<file path="config.mk">
export PLATFORM = sky130hd
export DESIGN_NAME = ptu_timer
export DESIGN_NICKNAME = d
export VERILOG_FILES = /design/src/ptu_pkg.sv /design/src/ptu_timer.sv
export VERILOG_INCLUDE_DIRS = /design/src
export SDC_FILE = /design/constraint.sdc
export NUM_CORES = 1
export LEC_CHECK = 0
export BUFFER_PORTS_ARGS = -buffer_cell sky130_fd_sc_hd__buf_2
export CAP_MARGIN = 0
export CORE_MARGIN = 8
export CORE_UTILIZATION = 35
export CTS_BUF_LIST = sky130_fd_sc_hd__clkbuf_8
export DETAILED_ROUTE_END_ITERATION = 6
export GPL_ROUTABILITY_DRIVEN = 0
export PLACE_DENSITY_LB_ADDON = 0.05
export SLEW_MARGIN = 20
export SYNTH_ARGS = -nofsm -noshare
export SYNTH_HDL_FRONTEND = slang
export SYNTH_SLANG_ARGS = --single-unit
</file>
<file path="constraint.sdc">
create_clock -name i_clock -period 9.8 [get_ports i_clock]
set_input_delay 1.96 -clock i_clock [delete_from_list [all_inputs] [get_ports i_clock]]
set_output_delay 1.96 -clock i_clock [all_outputs]
set_load 0.02 [all_outputs]
</file>
<file path="src/ptu_params.svh">
`ifndef PTU_PARAMS_SVH
`define PTU_PARAMS_SVH

// ==========================================================================
// Register offsets on the byte-wide register port.
// ==========================================================================
`define PTU_OFS_CONTROL_0        4'h0
`define PTU_OFS_CONTROL_1        4'h1
`define PTU_OFS_COUNTER_LOW      4'h2
`define PTU_OFS_COUNTER_HIGH     4'h3
`define PTU_OFS_COMPARE_A_LOW    4'h4
`define PTU_OFS_COMPARE_A_HIGH   4'h5
`define PTU_OFS_COMPARE_P_LOW    4'h6
`define PTU_OFS_COMPARE_P_HIGH   4'h7
`define PTU_OFS_FLAGS            4'h8

// ==========================================================================
// Field positions.
// ==========================================================================
`define PTU_C0_PAUSE_BIT         7
`define PTU_C0_CLK_SEL_MSB       6
`define PTU_C0_CLK_SEL_LSB       4
`define PTU_C0_ON_BIT            3
`define PTU_C1_MODE_MSB          7
`define PTU_C1_MODE_LSB          6
`define PTU_C1_PIN_FN_MSB        5
`define PTU_C1_PIN_FN_LSB        4
`define PTU_C1_INIT_LEVEL_BIT    3
`define PTU_C1_POL_INV_BIT       2
`define PTU_C1_CAPT_SEL_BIT      1
`define PTU_C1_CLR_SEL_BIT       0
`define PTU_FLAG_A_BIT           0
`define PTU_FLAG_P_BIT           1

// ==========================================================================
// Encodings, reset values and counts.
// ==========================================================================
`define PTU_MODE_COMPARE         2'h0
`define PTU_MODE_CAPTURE         2'h1
`define PTU_MODE_PWM             2'h2
`define PTU_MODE_TIMER           2'h3
`define PTU_PIN_NONE             2'h0
`define PTU_PIN_LOW              2'h1
`define PTU_PIN_HIGH             2'h2
`define PTU_PIN_TOGGLE           2'h3
`define PTU_CLK_SYS_DIV4         3'h0
`define PTU_CLK_SYS              3'h1
`define PTU_CLK_HIGH_DIV16       3'h2
`define PTU_CLK_HIGH_DIV64       3'h3
`define PTU_CLK_SUB_A            3'h4
`define PTU_CLK_SUB_B            3'h5
`define PTU_CLK_PIN_RISE         3'h6
`define PTU_CLK_PIN_FALL         3'h7
`define PTU_RESET_BYTE           8'h00
`define PTU_RESET_VALUE          10'h000
`define PTU_COUNT_MAX            10'h3ff
`define PTU_FULL_PERIOD          11'h400
`define PTU_DIV4_MASK            6'h03
`define PTU_DIV16_MASK           6'h0f
`define PTU_DIV64_MASK           6'h3f

`endif

</file>
<file path="src/ptu_pkg.sv">
`include "ptu_params.svh"

package ptu_pkg;

  // Field types of the control registers, counter and bus.
  typedef logic [1:0] ptu_mode_t;
  typedef logic [1:0] ptu_pin_fn_t;
  typedef logic [2:0] ptu_clk_sel_t;
  typedef logic [9:0] ptu_count_t;
  typedef logic [3:0] ptu_addr_t;
  typedef logic [7:0] ptu_byte_t;

  // State of the timer except read_valid_ff, registered in one place.
  typedef struct packed {
    ptu_count_t   count;
    ptu_count_t   compare_a_value;
    ptu_count_t   compare_p_value;
    logic         counter_pause;
    ptu_clk_sel_t clock_source_select;
    logic         counter_on_off;
    ptu_mode_t    mode_select;
    ptu_pin_fn_t  pin_function;
    logic         output_initial_level;
    logic         output_polarity_invert;
    logic         capture_select;
    logic         counter_clear_select;
    logic         compare_a_flag;
    logic         compare_p_flag;
    logic         on_prev;
    logic [5:0]   prescale;
    logic         ext_meta;
    logic         ext_sync;
    logic         ext_prev;
    logic         sub_meta;
    logic         sub_sync;
    logic         sub_prev;
    logic         out_level;
    logic         out_enable;
    ptu_byte_t    read_data;
  } ptu_state_s;

endpackage

</file>
<file path="src/ptu_timer.sv">
// Overview of operation
// - Counter readable only, split low byte/two bits.
// - Compare A ten bits, byte split, resets zero.
// - Compare P ten bits, byte split, resets zero.
// - Mode field 00 selects compare output.
// - Clear select low: P clears, both flag.
// - Compare P zero: counter overflows instead.
// - Clear select high: A clears, A flag only.
// - Compare A zero: overflow, no A flag.
// - Compare pin changes only on A flag or on rise.
// - P match never moves the output pin.
// - On-bit rising edge loads initial pin level.
// - Mode 11 counts like compare, no pin.
// - Mode 10 PWM: P period, A duty.
// - PWM sets A flag and P flag separately.
// - PWM: level bit, pin function, polarity invert.
// - Period equals P; zero gives 1024 counts.
// - Duty at or above period: full on.
// - Forced pin levels keep PWM counting running.
// - Mode 10 with pin function 11: single pulse.
// - On rise or pin edge starts pulse.
// - Software clear or A match ends pulse.
// - Pulse mode: counter cleared only on rise.
// - Three-bit select picks the counter clock.
// - On rise clears counter; fall holds it.
// - Pause holds the count, then resumes.
`timescale 1ns/1ps
`default_nettype none
`include "ptu_params.svh"

module ptu_timer (
  input  wire logic              i_clock,       // System clock, 50 MHz.
  input  wire logic              i_reset,       // Asynchronous reset, active high.
  input  wire ptu_pkg::ptu_addr_t i_address,    // Register address.
  input  wire ptu_pkg::ptu_byte_t i_write_data, // Register write data.
  input  wire logic              i_write,       // Write strobe, one cycle.
  input  wire logic              i_read,        // Read strobe, one cycle.
  input  wire logic              i_ext_clock_pin, // External clock or trigger pin.
  input  wire logic              i_sub_clock,   // Slow sub clock from outside.
  output logic                   o_read_data_valid, // High in the cycle after a read.
  output ptu_pkg::ptu_byte_t     o_read_data,   // Read data, cycle after the strobe.
  output logic                   o_out_pin,     // Timer output pin level.
  output logic                   o_out_enable,  // High while the timer drives the pin.
  output logic                   o_compare_a_flag, // Sticky compare A flag.
  output logic                   o_compare_p_flag  // Sticky compare P flag.
);

  import ptu_pkg::*;

  // ========================================================================
  // State registers.
  // ========================================================================
  ptu_state_s state_ff;
  ptu_state_s nxt_state;
  logic       read_valid_ff;
  logic       nxt_read_valid;

  // ========================================================================
  // Next-state logic.
  // ========================================================================

  // Everything the timer does is decided here from the registered state.
  always_comb begin
    logic         tick;
    logic         ext_rise;
    logic         ext_fall;
    logic         sub_rise;
    logic         trigger_edge;
    logic         on_rise;
    logic         running;
    logic         compare_like;
    logic         pwm_mode;
    logic         single_pulse;
    logic         a_hit;
    logic         p_hit;
    logic         p_end;
    logic         set_a;
    logic         set_p;
    logic         clear_count;
    logic         hw_clear_on;
    logic         full_duty;
    logic         duty_active;
    logic         wave;
    logic         clear_a;
    logic         clear_p;
    logic [10:0]  period;
    ptu_count_t   p_last;
    ptu_byte_t    read_value;

    nxt_state      = state_ff;
    nxt_read_valid = i_read;
    tick           = 1'b0;
    read_value     = `PTU_RESET_BYTE;
    wave           = 1'b0;

    // Two flops on each outside pin before any logic looks at it.
    nxt_state.ext_meta = i_ext_clock_pin;
    nxt_state.ext_sync = state_ff.ext_meta;
    nxt_state.ext_prev = state_ff.ext_sync;
    nxt_state.sub_meta = i_sub_clock;
    nxt_state.sub_sync = state_ff.sub_meta;
    nxt_state.sub_prev = state_ff.sub_sync;
    ext_rise = state_ff.ext_sync & ~state_ff.ext_prev;
    ext_fall = ~state_ff.ext_sync & state_ff.ext_prev;
    sub_rise = state_ff.sub_sync & ~state_ff.sub_prev;

    // The high clock is taken to be the system clock itself.
    nxt_state.prescale = state_ff.prescale + 6'h01;
    unique case (state_ff.clock_source_select)
      `PTU_CLK_SYS_DIV4: begin
        tick = (state_ff.prescale & `PTU_DIV4_MASK) == `PTU_DIV4_MASK;
      end
      `PTU_CLK_SYS: begin
        tick = 1'b1;
      end
      `PTU_CLK_HIGH_DIV16: begin
        tick = (state_ff.prescale & `PTU_DIV16_MASK) == `PTU_DIV16_MASK;
      end
      `PTU_CLK_HIGH_DIV64: begin
        tick = (state_ff.prescale & `PTU_DIV64_MASK) == `PTU_DIV64_MASK;
      end
      `PTU_CLK_SUB_A, `PTU_CLK_SUB_B: begin
        tick = sub_rise;
      end
      `PTU_CLK_PIN_RISE: begin
        tick = ext_rise;
      end
      `PTU_CLK_PIN_FALL: begin
        tick = ext_fall;
      end
    endcase

    // Mode decode; capture mode is not built and behaves as a timer.
    pwm_mode     = state_ff.mode_select == `PTU_MODE_PWM;
    single_pulse = pwm_mode && (state_ff.pin_function == `PTU_PIN_TOGGLE);
    compare_like = !pwm_mode;

    // The counter moves only on a selected tick while on and not paused.
    on_rise = state_ff.counter_on_off & ~state_ff.on_prev;
    nxt_state.on_prev = state_ff.counter_on_off;
    running = state_ff.counter_on_off && !state_ff.counter_pause && tick
              && !on_rise;

    // Comparator hits; a zero compare value never hits.
    a_hit  = (state_ff.compare_a_value != `PTU_RESET_VALUE)
             && (state_ff.count == state_ff.compare_a_value);
    p_hit  = (state_ff.compare_p_value != `PTU_RESET_VALUE)
             && (state_ff.count == state_ff.compare_p_value);
    // Wrapping subtraction turns a zero period into the full count.
    p_last = state_ff.compare_p_value - 10'h001;
    p_end  = state_ff.count == p_last;

    set_a       = 1'b0;
    set_p       = 1'b0;
    clear_count = 1'b0;
    hw_clear_on = 1'b0;
    if (running) begin
      if (single_pulse) begin
        // Only compare A matters; it ends the pulse and stops the count.
        set_a       = a_hit;
        hw_clear_on = a_hit;
      end else if (pwm_mode) begin
        set_a       = state_ff.count == state_ff.compare_a_value;
        set_p       = p_end;
        clear_count = p_end;
      end else if (state_ff.counter_clear_select) begin
        set_a       = a_hit;
        clear_count = a_hit;
      end else begin
        set_a       = a_hit;
        set_p       = p_hit;
        clear_count = p_hit;
      end
    end

    // Counter update; a natural wrap past the top is the overflow.
    if (on_rise) begin
      nxt_state.count = `PTU_RESET_VALUE;
    end else if (running) begin
      if (clear_count) begin
        nxt_state.count = `PTU_RESET_VALUE;
      end else begin
        nxt_state.count = state_ff.count + 10'h001;
      end
    end

    // Duty compare; a duty at or past the period stays active throughout.
    if (state_ff.compare_p_value == `PTU_RESET_VALUE) begin
      period = `PTU_FULL_PERIOD;
    end else begin
      period = {1'b0, state_ff.compare_p_value};
    end
    full_duty   = {1'b0, state_ff.compare_a_value} >= period;
    duty_active = full_duty || (state_ff.count < state_ff.compare_a_value);

    // Output pin behaviour per mode.
    nxt_state.out_enable = (state_ff.mode_select == `PTU_MODE_COMPARE) || pwm_mode;
    if (single_pulse) begin
      // Active level while the on bit stands, idle level otherwise.
      wave = state_ff.counter_on_off ? state_ff.output_initial_level
                                     : ~state_ff.output_initial_level;
      nxt_state.out_level = wave ^ state_ff.output_polarity_invert;
    end else if (pwm_mode) begin
      // The count runs on even when the pin is forced.
      unique case (state_ff.pin_function)
        `PTU_PIN_NONE: begin
          wave = ~state_ff.output_initial_level;
        end
        `PTU_PIN_LOW: begin
          wave = state_ff.output_initial_level;
        end
        default: begin
          wave = duty_active ? state_ff.output_initial_level
                             : ~state_ff.output_initial_level;
        end
      endcase
      if (!state_ff.counter_on_off) begin
        wave = ~state_ff.output_initial_level;
      end
      nxt_state.out_level = wave ^ state_ff.output_polarity_invert;
    end else if (on_rise) begin
      nxt_state.out_level = state_ff.output_initial_level;
    end else if (set_a && (state_ff.mode_select == `PTU_MODE_COMPARE)) begin
      // Compare P never reaches here, so it never moves the pin.
      unique case (state_ff.pin_function)
        `PTU_PIN_NONE: begin
          nxt_state.out_level = state_ff.out_level;
        end
        `PTU_PIN_LOW: begin
          nxt_state.out_level = 1'b0;
        end
        `PTU_PIN_HIGH: begin
          nxt_state.out_level = 1'b1;
        end
        `PTU_PIN_TOGGLE: begin
          nxt_state.out_level = ~state_ff.out_level;
        end
      endcase
    end

    // Single pulse: an active pin edge switches the timer on by itself.
    if (state_ff.clock_source_select == `PTU_CLK_PIN_FALL) begin
      trigger_edge = ext_fall;
    end else begin
      trigger_edge = ext_rise;
    end
    if (hw_clear_on) begin
      nxt_state.counter_on_off = 1'b0;
    end
    if (single_pulse && trigger_edge && !state_ff.counter_on_off) begin
      nxt_state.counter_on_off = 1'b1;
    end

    // Register writes; a write to the on bit overrides the hardware.
    clear_a = 1'b0;
    clear_p = 1'b0;
    if (i_write) begin
      unique case (i_address)
        `PTU_OFS_CONTROL_0: begin
          nxt_state.counter_pause       = i_write_data[`PTU_C0_PAUSE_BIT];
          nxt_state.clock_source_select =
            i_write_data[`PTU_C0_CLK_SEL_MSB:`PTU_C0_CLK_SEL_LSB];
          nxt_state.counter_on_off      = i_write_data[`PTU_C0_ON_BIT];
        end
        `PTU_OFS_CONTROL_1: begin
          nxt_state.mode_select            = i_write_data[`PTU_C1_MODE_MSB:`PTU_C1_MODE_LSB];
          nxt_state.pin_function           =
            i_write_data[`PTU_C1_PIN_FN_MSB:`PTU_C1_PIN_FN_LSB];
          nxt_state.output_initial_level   = i_write_data[`PTU_C1_INIT_LEVEL_BIT];
          nxt_state.output_polarity_invert = i_write_data[`PTU_C1_POL_INV_BIT];
          nxt_state.capture_select         = i_write_data[`PTU_C1_CAPT_SEL_BIT];
          nxt_state.counter_clear_select   = i_write_data[`PTU_C1_CLR_SEL_BIT];
        end
        `PTU_OFS_COMPARE_A_LOW: begin
          nxt_state.compare_a_value[7:0] = i_write_data;
        end
        `PTU_OFS_COMPARE_A_HIGH: begin
          nxt_state.compare_a_value[9:8] = i_write_data[1:0];
        end
        `PTU_OFS_COMPARE_P_LOW: begin
          nxt_state.compare_p_value[7:0] = i_write_data;
        end
        `PTU_OFS_COMPARE_P_HIGH: begin
          nxt_state.compare_p_value[9:8] = i_write_data[1:0];
        end
        `PTU_OFS_FLAGS: begin
          clear_a = i_write_data[`PTU_FLAG_A_BIT];
          clear_p = i_write_data[`PTU_FLAG_P_BIT];
        end
        default: begin
          // Counter registers and unmapped addresses ignore writes.
        end
      endcase
    end

    // A match in the same cycle as a clear keeps the flag set.
    nxt_state.compare_a_flag = (state_ff.compare_a_flag & ~clear_a) | set_a;
    nxt_state.compare_p_flag = (state_ff.compare_p_flag & ~clear_p) | set_p;

    // Read mux; unused bits and unmapped addresses read zero.
    if (i_read) begin
      unique case (i_address)
        `PTU_OFS_CONTROL_0: begin
          read_value[`PTU_C0_PAUSE_BIT] = state_ff.counter_pause;
          read_value[`PTU_C0_CLK_SEL_MSB:`PTU_C0_CLK_SEL_LSB] = state_ff.clock_source_select;
          read_value[`PTU_C0_ON_BIT] = state_ff.counter_on_off;
        end
        `PTU_OFS_CONTROL_1: begin
          read_value = {state_ff.mode_select, state_ff.pin_function,
                        state_ff.output_initial_level, state_ff.output_polarity_invert,
                        state_ff.capture_select, state_ff.counter_clear_select};
        end
        `PTU_OFS_COUNTER_LOW: begin
          read_value = state_ff.count[7:0];
        end
        `PTU_OFS_COUNTER_HIGH: begin
          read_value[1:0] = state_ff.count[9:8];
        end
        `PTU_OFS_COMPARE_A_LOW: begin
          read_value = state_ff.compare_a_value[7:0];
        end
        `PTU_OFS_COMPARE_A_HIGH: begin
          read_value[1:0] = state_ff.compare_a_value[9:8];
        end
        `PTU_OFS_COMPARE_P_LOW: begin
          read_value = state_ff.compare_p_value[7:0];
        end
        `PTU_OFS_COMPARE_P_HIGH: begin
          read_value[1:0] = state_ff.compare_p_value[9:8];
        end
        `PTU_OFS_FLAGS: begin
          read_value[`PTU_FLAG_A_BIT] = state_ff.compare_a_flag;
          read_value[`PTU_FLAG_P_BIT] = state_ff.compare_p_flag;
        end
        default: begin
          read_value = `PTU_RESET_BYTE;
        end
      endcase
    end
    nxt_state.read_data = read_value;
  end

  // ========================================================================
  // Registers.
  // ========================================================================

  // Every field resets to zero, so the struct clears as a whole.
  always_ff @(posedge i_clock or posedge i_reset) begin
    if (i_reset) begin
      state_ff      <= '0;
      read_valid_ff <= 1'b0;
    end else begin
      state_ff      <= nxt_state;
      read_valid_ff <= nxt_read_valid;
    end
  end

  // ========================================================================
  // Outputs, each straight from a flop.
  // ========================================================================

  // The pin carries out_level even while disabled; it is not forced low.
  assign o_read_data_valid = read_valid_ff;
  assign o_read_data       = state_ff.read_data;
  assign o_out_pin         = state_ff.out_level;
  assign o_out_enable      = state_ff.out_enable;
  assign o_compare_a_flag  = state_ff.compare_a_flag;
  assign o_compare_p_flag  = state_ff.compare_p_flag;

endmodule // ptu_timer

`default_nettype wire

</file>
==> impl_metrics.yaml <==
sta:
  tightestPinTransition_ps: 947
  finalClockSkew_ps: 12.1
  finalSetupViolCount: 0
  hold_violations: 0
  finalCritPeriodShare_pct: 38.9
  period_minus_slack_ps: 3810
  setup_tns_ps: 0
  grt_setup_unrepaired: "false"
  slew_viol_final: 0
  relSlewSlack_pct: 36.4
  timing.fmax_mhz: 262
power:
  power_w: 0.000930
  irDropWorstVdd_mv: 0.0890
  powerDensity_nw_per_um2: 200
  p_leak_nw: 2.02
setup_path:
  cp.required_ps: 10100
  regToRegSetupSlack_ps: 5990
  crit_type: "flip-flop to flip-flop"
  reg2reg_to: "o_out_pin$_DFFE_PP0P_"
  r2r_cells: 13
  crit_path_end_kind: "flip-flop"
  critPathLaunchType: "flip-flop"
  r2r_start: "state_ff[38]$_DFFE_PP0P_"
  cp_max_fo: 6
  crit_arrival_ps: 4110
cells_and_area:
  drive_gt1_share_pct: 19.1
  syn_to_final_growth_pct: 8.98
  antennaDiodeCount: 0
  nets: 498
  design_area_um2: 4660
  final_common_cell: "dfrtp_1"
  final_cell_mix: "69 x dfrtp_1, 33 x inv_1, 33 x nand2_1, 30 x buf_2, 29 x mux2_2"
clock_network:
  cts_setup_buffers: 0
  htree_levels: 3
  clock_latency_ps: 370
  clock_path_buffers: 2
  hold_buffers: 0
  post_cts_resize_count: 0
  cts.clk_slew.worst_paths_ps: 80
  ctsRootBufferMaster: "clkbuf_8"
  clock-sinks: 69
  cts_tree: "done"
  cts_buffers: 9
place:
  dpl-instance-area_um2: 4480
  dp_hpwl_um: 9540
  port_buffers: 30
yosys:
  synth-edff-count: 0
  syn_area_um2: 4280
  yosys_warnings: 0
  yosysUniqueCellTypes: 63
  synthCells: 440
  synth.net_count: 481
  async_flop_share_pct: 100
  synth_flop_cell: "dfrtp_1"
  ys_ff_latch: 69
  yosysSeqAreaShare_pct: 40.4
  synth_area_per_cell_um2: 9.72
grt:
  grt_pass1_wl_um: 20300
  grt_pass1_vias: 3418
  grt_max_degree: 70
  grt_antenna_before_repair: 0
  overflow: 0
  grt_usage_pct: 16.9
hold_path:
  hold_end: "nxt_state[10]$_DFF_PP0_"
  min_path_type: "flip-flop to flip-flop"
  hold_path_depth: 0
  min_from: "nxt_state[11]$_DFF_PP0_"
outcome:
  outcome: "completed"
drt:
  dr.first_iter.drc_count: 277
  post_drt_wl_per_cell_um: 21.4
  vias: 3481
  met1_length_um: 6240
  postRouteAntennaNets: 0
  dr_wl_met3_um: 614
  postRouteWirelength_um: 13000
  dr_wl_met2_um: 5960
  drc_errors: 0
  dr.pass1.iters: 5
  vias_per_cell: 5.73
  routed.top_layer: "met4"
floorplanning:
  initial_core_util_pct: 35.7
  rows: 40
  core_um2: 12000
  io_pins: 31
  fp.dieH_um: 127
  dieArea_um2: 16000
  dieWidth_um: 127
flow_run:
  drv_cap: 0
[synthesized netlist by cell type, types with 7 or more instances]
cell type / n / area share [%]
a21oi_1: 14 / 1.6
a22oi_1: 11 / 1.9
a31oi_1: 9 / 1.3
buf_4: 9 / 1.6
clkbuf_1: 10 / 0.88
dfrtp_1: 69 / 40
ha_1: 23 / 6.7
inv_1: 33 / 2.9
mux2_2: 29 / 7.6
nand2_1: 33 / 2.9
nand2b_1: 9 / 1.3
nand3_1: 17 / 2.0
nor2_1: 21 / 1.8
nor2b_1: 7 / 1.0
nor3_1: 12 / 1.4
o21ai_0: 15 / 1.8
xnor2_1: 12 / 2.5
xor2_1: 12 / 2.5
[state kept, by name (all words and copies together), names as in the netlist]
register,flops
state_ff,51
o_read_data,8
nxt_state,5
o_compare_a_flag,1
o_compare_p_flag,1
o_out_enable,1
o_out_pin,1
o_read_data_valid,1
[power breakdown]
group | internal [W] | switching (W)
logic | 0.000124 | 0.000156
clock network | 0.000114 | 0.000116
registers | 0.000329 | 0.0000919
[layer usage]
| metal | GRT usage (%) | up-vias |
|---|---|---|
| met5 | 0 | - |
| met3 | 4.27 | 17 |
| met2 | 26.6 | 87 |
| met1 | 22.0 | 1739 |
| li1 | - | 1638 |
| met4 | 5.73 | 0 |
[how the worst max path moves through the flow]
stage | startpoint | to | slack, ps | cells past startpoint
finish | state_ff[38]$_DFFE_PP0P_ | o_out_pin$_DFFE_PP0P_ | 5990 | 13
CTS | state_ff[38]$_DFFE_PP0P_ | o_out_pin$_DFFE_PP0P_ | 6020 | 13
global route | state_ff[38]$_DFFE_PP0P_ | o_out_pin$_DFFE_PP0P_ | 5770 | 13
global placement | i_address[1] | state_ff[28]$_DFFE_PP0P_ | 5780 | 5
detailed placement | i_address[0] | state_ff[32]$_DFFE_PP0P_ | 5780 | 5
floorplan | i_reset | nxt_state[10]$_DFF_PP0_ | 6100 | 1
[cell families (layout without fill, tap and decap cells)]
family                     after synthesis  after routing  synth area share, %
AOI/OAI and AO/OA                      100            100                 17.4
xor gates and xnor gates                24             24                 4.92
adders and majority gates               23             23                 6.73
buffers and inverters                   59             80                 6.29
DFF                                     69             69                 40.4
muxes                                   30             30                 7.87
and+or+nand+nor                        135            135                 16.4
[per-stage QoR]
| step | utilization (%) | cells | worst slack [ps] | hold slack [ps] |
|---|---|---|---|---|
| 3_5_place_dp | 37.4 | 593 | 5780 | 336 |
| 2_1_floorplan | - | 440 | 6100 | 331 |
| 6_report | 39.0 | 608 | 5990 | 355 |
| 3_3_place_gp | 37.4 | 593 | 5780 | 334 |
| 4_1_cts | 39.0 | 608 | 6020 | 355 |
| 5_1_grt | 39.0 | 608 | 5770 | 360 |
[critical path, stage by stage, from the launching register on]
cell	delay (ps)
dfrtp_1	430
inv_1	120
ha_1	290
or4b_4	510
nor3b_1	500
nor2_1	90
ha_1	280
nand2b_1	140
a211oi_1	240
o21ai_0	130
a41oi_1	220
o311ai_0	250
or2_2	390
a31oi_1	160
[cell type report]
cell class	instances	area (µm²)
clock buffers	9	124
clock inverters	6	56.3
fillers	1231	7300
inverters	33	124
multi-input cells	312	2280
flip-flops and latches	69	1730
well taps	147	184
repair buffers	32	165
Power figures use the tool's default switching activity.
